File: src/hw/olap_pkg.sv
// Shared constants and types for the operand load / accumulate datapath.
// Assumes a single core clock; no bus-visible registers.
package olap_pkg;

    localparam int          OLAP_DATA_W     = 16;
    localparam int          OLAP_ADDR_W     = 16;
    localparam int          OLAP_ACC_W      = 32;
    localparam int          OLAP_DP_W       = 9;
    localparam int          OLAP_OFS_W      = 7;
    localparam int          OLAP_AUXP_W     = 3;

    // Product shift mode field inside flags word one
    localparam int          OLAP_PSM_LSB    = 0;
    localparam int          OLAP_PSM_W      = 2;
    localparam int          OLAP_SHL_ONE    = 1;
    localparam int          OLAP_SHL_FOUR   = 4;
    localparam int          OLAP_SHR_SIX    = 6;

    localparam logic [15:0] OLAP_FLAGS_RST  = 16'h0000;
    localparam logic [15:0] OLAP_FACTOR_RST = 16'h0000;
    localparam logic [31:0] OLAP_ACC_RST    = 32'h0000_0000;
    localparam logic [2:0]  OLAP_AUXP_RST   = 3'h0;

    typedef enum logic [2:0] {
        OLAP_OP_LOAD_FLAGS,
        OLAP_OP_LOAD_FLAGS_N,
        OLAP_OP_LOAD_FLAGS_ONE,
        OLAP_OP_LOAD_FACTOR,
        OLAP_OP_ACCUM_PREV,
        OLAP_OP_ACCUM_MOVE,
        OLAP_OP_PROD_TO_ACC
    } olap_op_e;

endpackage : olap_pkg

File: src/hw/olap_datapath.sv
// Load-instruction execution datapath: flags words, factor register, accumulator.
// Assumes decode, aux register arithmetic and the multiplier sit outside, on sys_clk_i.
//
// Functional notes
// - Status load writes the single flags word, or flags word zero on later parts.
// - Later parts: status load with selector writes the named flags word.
// - Later parts: dedicated second status load writes flags word one.
// - Operand load writes the memory word into the factor register.
// - Load-and-accumulate loads factor register and adds product into accumulator.
// - Later parts: product scaled by the shift mode field before accumulation.
// - Load-accumulate-move does load, accumulate and move as one instruction.
// - Load-accumulate-move writes the word to operand address plus one.
// - Later parts: transfer form loads factor register, accumulator takes product.
// - Operands addressed directly (page-relative) or indirectly, optional new aux pointer.
`timescale 1ns/1ps

module olap_datapath
    import olap_pkg::*;
#(
    parameter bit FIRST_GEN = 1'b0
) (
    input  wire logic                            sys_clk_i,
    input  wire logic                            sys_rst_i,
    input  wire logic                            op_valid_i,
    output logic                                 op_ready_o,
    input  wire olap_pkg::olap_op_e              op_code_i,
    input  wire logic                            op_flags_sel_i,
    input  wire logic                            op_indirect_i,
    input  wire logic [olap_pkg::OLAP_DP_W-1:0]   page_i,
    input  wire logic [olap_pkg::OLAP_OFS_W-1:0]  page_ofs_i,
    input  wire logic [olap_pkg::OLAP_ADDR_W-1:0] aux_addr_i,
    input  wire logic                            auxp_new_en_i,
    input  wire logic [olap_pkg::OLAP_AUXP_W-1:0] auxp_new_i,
    input  wire logic [olap_pkg::OLAP_ACC_W-1:0]  product_i,
    output logic                                 done_o,
    output logic                                 mem_rd_o,
    output logic [olap_pkg::OLAP_ADDR_W-1:0]      mem_rd_addr_o,
    input  wire logic [olap_pkg::OLAP_DATA_W-1:0] mem_rd_data_i,
    output logic                                 mem_wr_o,
    output logic [olap_pkg::OLAP_ADDR_W-1:0]      mem_wr_addr_o,
    output logic [olap_pkg::OLAP_DATA_W-1:0]      mem_wr_data_o,
    output logic [olap_pkg::OLAP_DATA_W-1:0]      flags_word_zero_o,
    output logic [olap_pkg::OLAP_DATA_W-1:0]      flags_word_one_o,
    output logic [olap_pkg::OLAP_DATA_W-1:0]      factor_reg_zero_o,
    output logic [olap_pkg::OLAP_ACC_W-1:0]       accum_o,
    output logic [olap_pkg::OLAP_AUXP_W-1:0]      aux_pointer_select_o
);
    import olap_pkg::*;

    ////////////////////////////////////////////////////////////////////////////
    // Product scaling by shift mode
    function automatic logic [OLAP_ACC_W-1:0] scale_product(
        input logic [OLAP_ACC_W-1:0] prod,
        input logic [OLAP_PSM_W-1:0] mode,
        input bit                    first_gen
    );
        logic [OLAP_ACC_W-1:0] res;
        res = prod;
        if (!first_gen) begin
            case (mode)
                2'h1:    res = prod << OLAP_SHL_ONE;
                2'h2:    res = prod << OLAP_SHL_FOUR;
                2'h3:    res = OLAP_ACC_W'($signed(prod) >>> OLAP_SHR_SIX);
                default: res = prod;
            endcase
        end
        return res;
    endfunction : scale_product

    ////////////////////////////////////////////////////////////////////////////
    // Sequencer: idle, memory fetch, apply
    typedef enum logic [1:0] {OLAP_S_IDLE, OLAP_S_FETCH, OLAP_S_APPLY} olap_state_e;

    olap_state_e               state;
    olap_state_e               next_state;
    olap_op_e                  cur_op;
    logic                      cur_sel;
    logic                      cur_ind;
    logic                      cur_auxp_en;
    logic [OLAP_AUXP_W-1:0]    cur_auxp;
    logic [OLAP_ADDR_W-1:0]    cur_addr;

    wire                       accept   = op_valid_i && (state == OLAP_S_IDLE);
    wire                       applying = (state == OLAP_S_APPLY);
    wire [OLAP_ADDR_W-1:0]     op_addr  = op_indirect_i ? aux_addr_i
                                                        : {page_i, page_ofs_i};
    wire [OLAP_PSM_W-1:0]      psm      = flags_word_one_o[OLAP_PSM_LSB +: OLAP_PSM_W];
    wire [OLAP_ACC_W-1:0]      scaled   = scale_product(product_i, psm, FIRST_GEN);

    // Instruction classes; later-generation forms write no flags, factor or accumulator on first-generation parts, but still set the aux pointer
    wire is_n     = (cur_op == OLAP_OP_LOAD_FLAGS_N) && !FIRST_GEN;
    wire wr_zero  = applying && ((cur_op == OLAP_OP_LOAD_FLAGS) || (is_n && !cur_sel));
    wire wr_one   = applying && (((cur_op == OLAP_OP_LOAD_FLAGS_ONE) && !FIRST_GEN)
                                 || (is_n && cur_sel));
    wire do_acc   = applying && ((cur_op == OLAP_OP_ACCUM_PREV)
                                 || (cur_op == OLAP_OP_ACCUM_MOVE));
    wire do_xfer  = applying && (cur_op == OLAP_OP_PROD_TO_ACC) && !FIRST_GEN;
    wire do_move  = applying && (cur_op == OLAP_OP_ACCUM_MOVE);
    wire wr_fact  = applying && ((cur_op == OLAP_OP_LOAD_FACTOR) || do_acc || do_xfer);
    wire set_auxp = applying && cur_ind && cur_auxp_en;

    assign op_ready_o    = (state == OLAP_S_IDLE);
    assign done_o        = applying;
    assign mem_rd_o      = (state == OLAP_S_FETCH);
    assign mem_rd_addr_o = cur_addr;

    always_comb begin
        case (state)
            OLAP_S_IDLE:  next_state = accept ? OLAP_S_FETCH : OLAP_S_IDLE;
            OLAP_S_FETCH: next_state = OLAP_S_APPLY;
            OLAP_S_APPLY: next_state = OLAP_S_IDLE;
            default:      next_state = OLAP_S_IDLE;
        endcase
    end

    always_ff @(posedge sys_clk_i) begin
        if (sys_rst_i) begin
            state      <= OLAP_S_IDLE;
            cur_op     <= OLAP_OP_LOAD_FLAGS;
            cur_sel    <= 1'b0;
            cur_ind    <= 1'b0;
            cur_auxp_en <= 1'b0;
            cur_auxp   <= OLAP_AUXP_RST;
            cur_addr   <= '0;
        end else begin
            state <= next_state;
            if (accept) begin
                cur_op     <= op_code_i;
                cur_sel    <= op_flags_sel_i;
                cur_ind    <= op_indirect_i;
                cur_auxp_en <= auxp_new_en_i;
                cur_auxp   <= auxp_new_i;
                cur_addr   <= op_addr;
            end
        end
    end

    ////////////////////////////////////////////////////////////////////////////
    // Architectural registers, written in the apply cycle
    always_ff @(posedge sys_clk_i) begin
        if (sys_rst_i) begin
            flags_word_zero_o    <= OLAP_FLAGS_RST;
            flags_word_one_o     <= OLAP_FLAGS_RST;
            factor_reg_zero_o    <= OLAP_FACTOR_RST;
            accum_o              <= OLAP_ACC_RST;
            aux_pointer_select_o <= OLAP_AUXP_RST;
        end else begin
            if (wr_zero) flags_word_zero_o <= mem_rd_data_i;
            if (wr_one)  flags_word_one_o  <= mem_rd_data_i;
            if (wr_fact) factor_reg_zero_o <= mem_rd_data_i;
            if (do_acc)  accum_o           <= accum_o + scaled;
            if (do_xfer) accum_o           <= product_i;
            if (set_auxp) aux_pointer_select_o <= cur_auxp;
        end
    end

    // Move of the fetched word one address up; address range is software's care
    always_ff @(posedge sys_clk_i) begin
        if (sys_rst_i) begin
            mem_wr_o      <= 1'b0;
            mem_wr_addr_o <= '0;
            mem_wr_data_o <= '0;
        end else begin
            mem_wr_o <= do_move;
            if (do_move) begin
                mem_wr_addr_o <= cur_addr + OLAP_ADDR_W'(1);
                mem_wr_data_o <= mem_rd_data_i;
            end
        end
    end
endmodule : olap_datapath

File: config.mk
export PLATFORM = sky130hd
export DESIGN_NAME = olap_datapath
export DESIGN_NICKNAME = d
export VERILOG_FILES = /design/src/hw/olap_pkg.sv /design/src/hw/olap_datapath.sv
export SDC_FILE = /design/constraint.sdc
export NUM_CORES = 1
export LEC_CHECK = 0
export BUFFER_PORTS_ARGS = -buffer_cell sky130_fd_sc_hd__buf_2
export CAP_MARGIN = 15
export CORE_MARGIN = 10
export CORE_UTILIZATION = 55
export CTS_BUF_LIST = sky130_fd_sc_hd__clkbuf_4
export CTS_CLUSTER_DIAMETER = 80
export DETAILED_ROUTE_END_ITERATION = 6
export PLACE_DENSITY = 0.94
export SLEW_MARGIN = 20
export SYNTH_ARGS = -nofsm -noshare
export SYNTH_HDL_FRONTEND = slang
export SYNTH_SLANG_ARGS = --single-unit
File: constraint.sdc
create_clock -name sys_clk_i -period 6.2 [get_ports sys_clk_i]
set_input_delay 0.31 -clock sys_clk_i [delete_from_list [all_inputs] [get_ports sys_clk_i]]
set_output_delay 0.31 -clock sys_clk_i [all_outputs]
set_load 0.05 [all_outputs]
==> qor.csv, run 1 <==
stage,metric,value,unit
power,p_sw_frac,0.336,
floorplan,initial_core_util,0.559,
yosys,avgSynthCellArea,8.61,um^2
global_routing,met2_usage,0.432,
floorplan,die_w,141,um
global_routing,grtUsageMet3,0.0874,
global_routing,grt_use_total,0.267,
clocking,cts_tree,done,
critical_path,cp_slowest_stage_delay,0.61,ns
yosys,ys_seq_elements,143,
power,peakVddDrop,0.000233,V
status,status,completed,
critical_path,cp-start-kind,register,
critical_path,rr_endpoint,accum_o[30]$_SDFFE_PP0P_,
yosys,synth_edf_count,0,
timing,finalSetupViolations,0,
finish,drive_above_1_share,0.265,
clocking,clockRootBuffer,clkbuf_4,
min_path,min_path_cells,3,
yosys,synthCells,939,
floorplan,row_count,44,
route,firstDrtPassIters,5,
yosys,syn_area,8090,um^2
timing,max_freq,266,MHz
global_routing,grt_pass1_vias,8142,
placed_design,dp_hpwl,19.6,mm
critical_path,startpoint,flags_word_one_o[0]$_SDFFE_PP0P_,
timing,min_period,3.76,ns
clocking,cts_sinks,143,
yosys,synth.distinct_cells,60,
yosys,yosys_warnings,0,
power,p_int,1.27,mW
floorplan,io_pins,227,
critical_path,critPathKind,register to register,
global_routing,use_met1,0.315,
timing,fin_crit_sh,0.606,
critical_path,crit_top_cell,a211oi_1,
route,wirelength,28.0,mm
clocking,htreeDepth,4,
timing,relSlewSlack,0.215,
clocking,clock_latency,0.58,ns
floorplan,die_area,20000,um^2
min_path,min-delay-start,op_code_i[2],
min_path,hold_path_end,cur_op[2]$_SDFFE_PP0P_,
route,routedWlPerCell,20.9,um
critical_path,r2r-start,flags_word_one_o[0]$_SDFFE_PP0P_,
timing,worst_slew_pin_slew,1.17,ns
placed_design,port_buffers,226,
finish,layout-area-overhead-vs-synth,20.8,%
timing,final_max_slew_viol_count,0,
critical_path,rrSetupSlack,2.44,ns
critical_path,crit_family,compound AO/OA/AOI/OAI gates,
finish,fin_nets,1272,
power,p_per_area,196,nW/um^2
clocking,cts.path.max_buffers,2,
critical_path,end_kind,register,
route,postRouteAntennaNets,0,
timing,hold_viol_final,0,
route,vias,8387,
finish,fin_util,0.675,
critical_path,r2r_cells,10,
timing,fin_skew,0.0287,ns
route,drc,0,
power,pwr-share-seq,0.501,
clocking,cts_buffers,17,
yosys,async_flop_share,0,
timing,fin_tns_setup,0,ns
timing,rsz0062_at_grt,false,
yosys,ys.flop_type,dfxtp_1,
global_routing,grt_pass1_wl,43.7,mm
critical_path,critPathMaxFanout,22,
critical_path,worstPathArrival,4.20,ns
critical_path,slowest_stage,dfxtp_2,
job,cap_viol_max_count,0,
placed_design,place_congestion,0.998,
power,clock_power_share,0.340,
global_routing,antenna_found_initial,1,
critical_path,cp_data_required_time,6.64,ns
route,via_per_inst,6.24,
route,drt_iter0_markers,749,
global_routing,grt-busiest-layer,met2,
power,p_leak,4.33,nW
floorplan,die_height,141,um
power,p_sw,0.645,mW
floorplan,core,14500,um^2
clocking,cts.clk_slew.worst_paths,0.15,ns
yosys,ys_seq_area_frac,0.354,
min_path,hp-class,primary input to register,
global_routing,grt_overflow,0,
yosys,syn_nets,1066,
critical_path,path_buf_inv,1,
power,power_frac_comb,0.159,
critical_path,crit_chain,"buf_4, mux4_2, ha_1, a21o_1, a211oi_1, a311o_1, a211oi_1, a41oi_1, xor2_1, o22ai_1",
global_routing,grt_max_degree,78,
cells in the final DEF (no fill, tap or decap), types with 11 or more instances in the layout:
master / instances
nor2_1: 88
a21oi_1: 89
clkbuf_4: 17
dlygate4sd3_1: 22
mux2i_1: 54
nand2_1: 145
a211oi_1: 37
xnor2_1: 17
mux4_2: 27
buf_2: 225
nand3_1: 19
o22ai_1: 13
ha_1: 34
inv_1: 11
o21ai_0: 25
dfxtp_1: 142
xor2_1: 19
nand4_1: 12
a22oi_1: 28
a21o_1: 11
worst max-delay path by stage:
| stage | to | slack (ns) | cells after the start |
|---|---|---|---|
| after floorplan | accum_o[30]$_SDFFE_PP0P_ | 2.35 | 12 |
| after global placement | accum_o[30]$_SDFFE_PP0P_ | 2.56 | 10 |
| after detailed placement | accum_o[30]$_SDFFE_PP0P_ | 2.48 | 10 |
| after CTS | accum_o[30]$_SDFFE_PP0P_ | 2.46 | 10 |
| after global routing | accum_o[31]$_SDFFE_PP0P_ | 2.18 | 10 |
| final | accum_o[30]$_SDFFE_PP0P_ | 2.44 | 10 |
Yosys cell counts, drive strengths merged, types with 2 or more instances:
cell type / n / area share
nand2: 145 / 0.067
dfxtp: 143 / 0.35
a21oi: 90 / 0.056
nor2: 89 / 0.041
mux2i: 54 / 0.067
clkbuf: 48 / 0.023
a211oi: 38 / 0.036
ha: 34 / 0.053
a22oi: 28 / 0.026
mux4: 27 / 0.075
o21ai: 26 / 0.016
buf: 22 / 0.015
nand3: 20 / 0.013
xor2: 19 / 0.021
xnor2: 17 / 0.018
o22ai: 13 / 0.010
nand4: 12 / 0.0093
a21o: 11 / 0.010
inv: 11 / 0.0051
nor2b: 8 / 0.0062
nor3: 8 / 0.0056
o211ai: 8 / 0.0074
and3: 7 / 0.0054
o21a: 7 / 0.0065
and2: 6 / 0.0046
nand2b: 6 / 0.0046
a31oi: 4 / 0.0031
o21bai: 4 / 0.0037
or2: 3 / 0.0023
or3: 3 / 0.0023
a211o: 2 / 0.0022
a221oi: 2 / 0.0022
a222oi: 2 / 0.0025
a41oi: 2 / 0.0022
and4: 2 / 0.0022
nand3b: 2 / 0.0019
stage by stage:
stage	power, mW	area, um^2	hold slack (ns)	cells	setup slack (ns)
after detailed placement	1.27	9230	0.443	1288	2.48
final	1.92	9770	0.0215	1344	2.44
after global placement	1.26	9230	0.438	1288	2.56
after CTS	1.91	9750	0.00313	1341	2.46
after global routing	1.98	9770	0.0313	1343	2.18
after floorplan	1.17	8090	0.436	939	2.35
cell type report:
class / count / area (um^2)
Multi-Input combinational cell: 715 / 4890
Fill cell: 1095 / 4710
Sequential cell: 143 / 2860
Timing Repair Buffer: 257 / 1420
Tap cell: 184 / 230
Clock inverter: 15 / 185
Clock buffer: 17 / 128
Inverter: 11 / 41.3
Antenna cell: 2 / 5.00
registers in the layout (all words and copies together) (netlist names):
register	flops
state	2
flags_word_zero_o	16
mem_wr_o	1
cur_sel	1
mem_rd_addr_o	16
cur_ind	1
accum_o	32
aux_pointer_select_o	3
cur_auxp_en	1
mem_wr_addr_o	16
cur_op	3
flags_word_one_o	16
factor_reg_zero_o	16
mem_wr_data_o	16
cur_auxp	3
power by group through the flow:
stage                     logic, mW  registers [mW]  clock network [mW]
after floorplan               0.141            1.03                   0
after global placement        0.280           0.979                   0
after detailed placement      0.286           0.980                   0
after CTS                     0.297           0.960               0.656
after global routing          0.323           0.964               0.697
final                         0.304           0.961               0.653
cell families after synthesis:
| group | Yosys count | synth area share |
|---|---|---|
| multiplexers | 81 | 0.142 |
| XOR/XNOR | 36 | 0.0390 |
| flip-flops | 143 | 0.354 |
| AND/OR/NAND/NOR | 317 | 0.172 |
| adder cells (fa/ha/maj) | 35 | 0.0551 |
| AO/OA/AOI/OAI | 246 | 0.195 |
| buffers and inverters | 81 | 0.0430 |
timing repair:
action	4_1_cts	5_1_grt
hold buffers	21	1
setup buffers	0	0
resized for setup	0	0
endpoints found under the hold margin	37	1
metal layers:
metal  wire, um  part of all wire  up-vias
li1           -                 -     3821
met1      10400              0.37     3888
met2      13200              0.47      562
met3       3400              0.12      116
met4       1050             0.037        0
met5          0                 0        -
worst min-delay path, cell delays in order:
cell and delay [ns]:
buf_2 0.09, nand2_1 0.07, a21oi_1 0.07
Note: power is estimated with default switching activity, not from simulation.
==> inputs of run 2 (changes only) <==
==> constraint.sdc (replaced) <==
create_clock -name sys_clk_i -period 3.55 [get_ports sys_clk_i]
set_input_delay 0.1775 -clock sys_clk_i [delete_from_list [all_inputs] [get_ports sys_clk_i]]
set_output_delay 0.1775 -clock sys_clk_i [all_outputs]
set_load 0.05 [all_outputs]
==> qor.csv, run 2 (synthesized netlist as in run 1, its figures left out) <==
stage,metric,value,unit,change
status,status,completed,,unchanged
global_routing,antenna_found_initial,2,,was 1
timing,hold_viol_final,0,,unchanged
global_routing,use_met1,0.334,,was 0.315
route,drc,0,,unchanged
global_routing,grt_pass1_vias,8943,,was 8142
clocking,cts_buffers,17,,unchanged
critical_path,r2r-start,flags_word_one_o[0]$_SDFFE_PP0P_,,unchanged
floorplan,core,14500,um^2,unchanged
finish,largest_reg_flops,32,,unchanged
placed_design,port_buffers,226,,unchanged
critical_path,critPathMaxFanout,19,,was 22
route,via_per_inst,6.42,,was 6.24
clocking,clockRootBuffer,clkbuf_4,,unchanged
clocking,postCtsSetupBuffers,0,,unchanged
floorplan,die_height,141,um,unchanged
global_routing,grt_max_degree,65,,was 78
floorplan,io_pins,227,,unchanged
critical_path,critPathKind,register to register,,unchanged
clocking,htreeDepth,4,,unchanged
finish,multi_input_area,4890,um^2,unchanged
global_routing,grtUsageMet3,0.104,,was 0.0874
critical_path,end_kind,register,,unchanged
timing,fin_crit_sh,0.934,,was 0.606
critical_path,rr_endpoint,accum_o[31]$_SDFFE_PP0P_,,was accum_o[30]$_SDFFE_PP0P_
route,vias,9043,,was 8387
finish,drive_above_1_share,0.261,,was 0.265
power,total_power,3.43,mW,was 1.92 mW
critical_path,r2r_cells,11,,was 10
global_routing,grt_overflow,0,,unchanged
finish,fin_nets,1334,,was 1272
critical_path,cp_data_required_time,3.99,ns,was 6.64 ns
global_routing,grt_use_total,0.299,,was 0.267
timing,finalSetupViolations,0,,unchanged
finish,layout-area-overhead-vs-synth,28.2,%,was 20.8%
floorplan,initial_core_util,0.559,,unchanged
critical_path,worstPathArrival,3.75,ns,was 4.20 ns
clocking,cts.path.max_buffers,2,,unchanged
clocking,cts_hold_buf,73,,was 21
min_path,hold_path_end,accum_o[10]$_SDFFE_PP0P_,,was cur_op[2]$_SDFFE_PP0P_
clocking,clock_latency,0.56,ns,was 0.58 ns
route,wirelength,31.5,mm,was 28.0 mm
clocking,cts_sinks,143,,unchanged
critical_path,rrSetupSlack,0.24,ns,was 2.44 ns
route,postRouteAntennaNets,0,,unchanged
clocking,post_cts_resized,0,,unchanged
global_routing,grt-busiest-layer,met2,,unchanged
route,routedWlPerCell,22.4,um,was 20.9 um
timing,max_freq,302,MHz,was 266 MHz
timing,relSlewSlack,0.341,,was 0.215
placed_design,place_congestion,1.00,,was 0.998
global_routing,grt_pass1_wl,48.3,mm,was 43.7 mm
finish,n_fill_cell,951,,was 1095
power,peakVddDrop,0.000621,V,was 0.000233 V
finish,mostFrequentLayoutCell,buf_2,,unchanged
timing,final_max_slew_viol_count,0,,unchanged
timing,worst_slew_pin_slew,0.985,ns,was 1.17 ns
timing,min_period,3.31,ns,was 3.76 ns
timing,fin_skew,0.0203,ns,was 0.0287 ns
job,cap_viol_max_count,0,,unchanged
timing,rsz0062_at_grt,false,,unchanged
finish,regMostFlops,accum_o,,unchanged
min_path,hp-class,primary input to register,,unchanged
placed_design,dp_hpwl,20.2,mm,was 19.6 mm
min_path,min-delay-start,product_i[10],,was op_code_i[2]
floorplan,die_w,141,um,unchanged
power,p_per_area,331,nW/um^2,was 196 nW/um^2
global_routing,met2_usage,0.497,,was 0.432
critical_path,cp-start-kind,register,,unchanged
route,drt_iter0_markers,1125,,was 749
min_path,min_path_cells,3,,unchanged
finish,seqCellArea,2870,um^2,was 2860 um^2
floorplan,die_area,20000,um^2,unchanged
finish,final_cell_mix,"225 x buf_2, 145 x nand2_1, 141 x dfxtp_1, 89 x a21oi_1, 88 x nor2_1",,"was 225 x buf_2, 145 x nand2_1, 142 x dfxtp_1, 89 x a21oi_1, 88 x nor2_1"
clocking,cts.clk_slew.worst_paths,0.14,ns,was 0.15 ns
power,p_leak,4.60,nW,was 4.33 nW
floorplan,row_count,44,,unchanged
route,firstDrtPassIters,6,,was 5
timing,fin_tns_setup,0,ns,unchanged
clocking,cts_tree,done,,unchanged
-- run 2: per-stage QoR --
| stage | setup WS, ns | cells | utilization | area, um^2 | hold WS [ns] |
|---|---|---|---|---|---|
| after detailed placement | 0.316 | 1299 | 0.644 | 9330 | 0.423 |
| after global placement | 0.372 | 1298 | 0.644 | 9320 | 0.418 |
| after floorplan | 0.0691 | 939 | - | 8090 | 0.313 |
| final | 0.235 | 1408 | 0.716 | 10400 | 0.0229 |
| after CTS | 0.285 | 1404 | 0.715 | 10400 | 0.00142 |
| after global routing | 0.0412 | 1406 | 0.716 | 10400 | 0.0142 |
-- run 2: routing by layer --
layer  share of wire  vias to the layer above
li1                -                     3939
met1            0.35                     4185
met2            0.47                      763
met3            0.13                      156
met4           0.048                        0
met5               0                        -
-- run 2: layout make-up --
| type | count | share of cell area |
|---|---|---|
| Clock buffer | 17 | 0.0123 |
| Inverter | 11 | 0.00398 |
| Antenna cell | 4 | 0.000965 |
| Timing Repair Buffer | 319 | 0.196 |
| Clock inverter | 15 | 0.0164 |
| Tap cell | 184 | 0.0222 |
| Sequential cell | 143 | 0.276 |
| Multi-Input combinational cell | 715 | 0.472 |
-- run 2: worst max path at each step --
stage                                                start                       end  slack (ns)  cells after the start
after floorplan           flags_word_one_o[1]$_SDFFE_PP0P_  accum_o[30]$_SDFFE_PP0P_        0.07                     13
after detailed placement  flags_word_one_o[0]$_SDFFE_PP0P_  accum_o[31]$_SDFFE_PP0P_        0.32                     11
after CTS                 flags_word_one_o[0]$_SDFFE_PP0P_  accum_o[31]$_SDFFE_PP0P_        0.29                     11
after global routing      flags_word_one_o[0]$_SDFFE_PP0P_  accum_o[31]$_SDFFE_PP0P_        0.04                     11
final                     flags_word_one_o[0]$_SDFFE_PP0P_  accum_o[31]$_SDFFE_PP0P_        0.24                     11
after global placement    flags_word_one_o[0]$_SDFFE_PP0P_  accum_o[30]$_SDFFE_PP0P_        0.37                     10
-- run 2: report_power, final --
part | switching [mW] | internal [mW]
clock | 0.706 | 0.441
combinational | 0.374 | 0.232
sequential | 0.0416 | 1.64
-- run 2: worst max-delay path, stage by stage, from the launching register on --
cell and delay (ns):
dfxtp_2 0.51, buf_12 0.22, mux4_2 0.52, ha_1 0.44, nand4_1 0.17, a211oi_1 0.30
nand4_1 0.20, a311oi_1 0.31, buf_4 0.18, o31ai_2 0.07, xnor2_1 0.16, o22ai_1 0.09
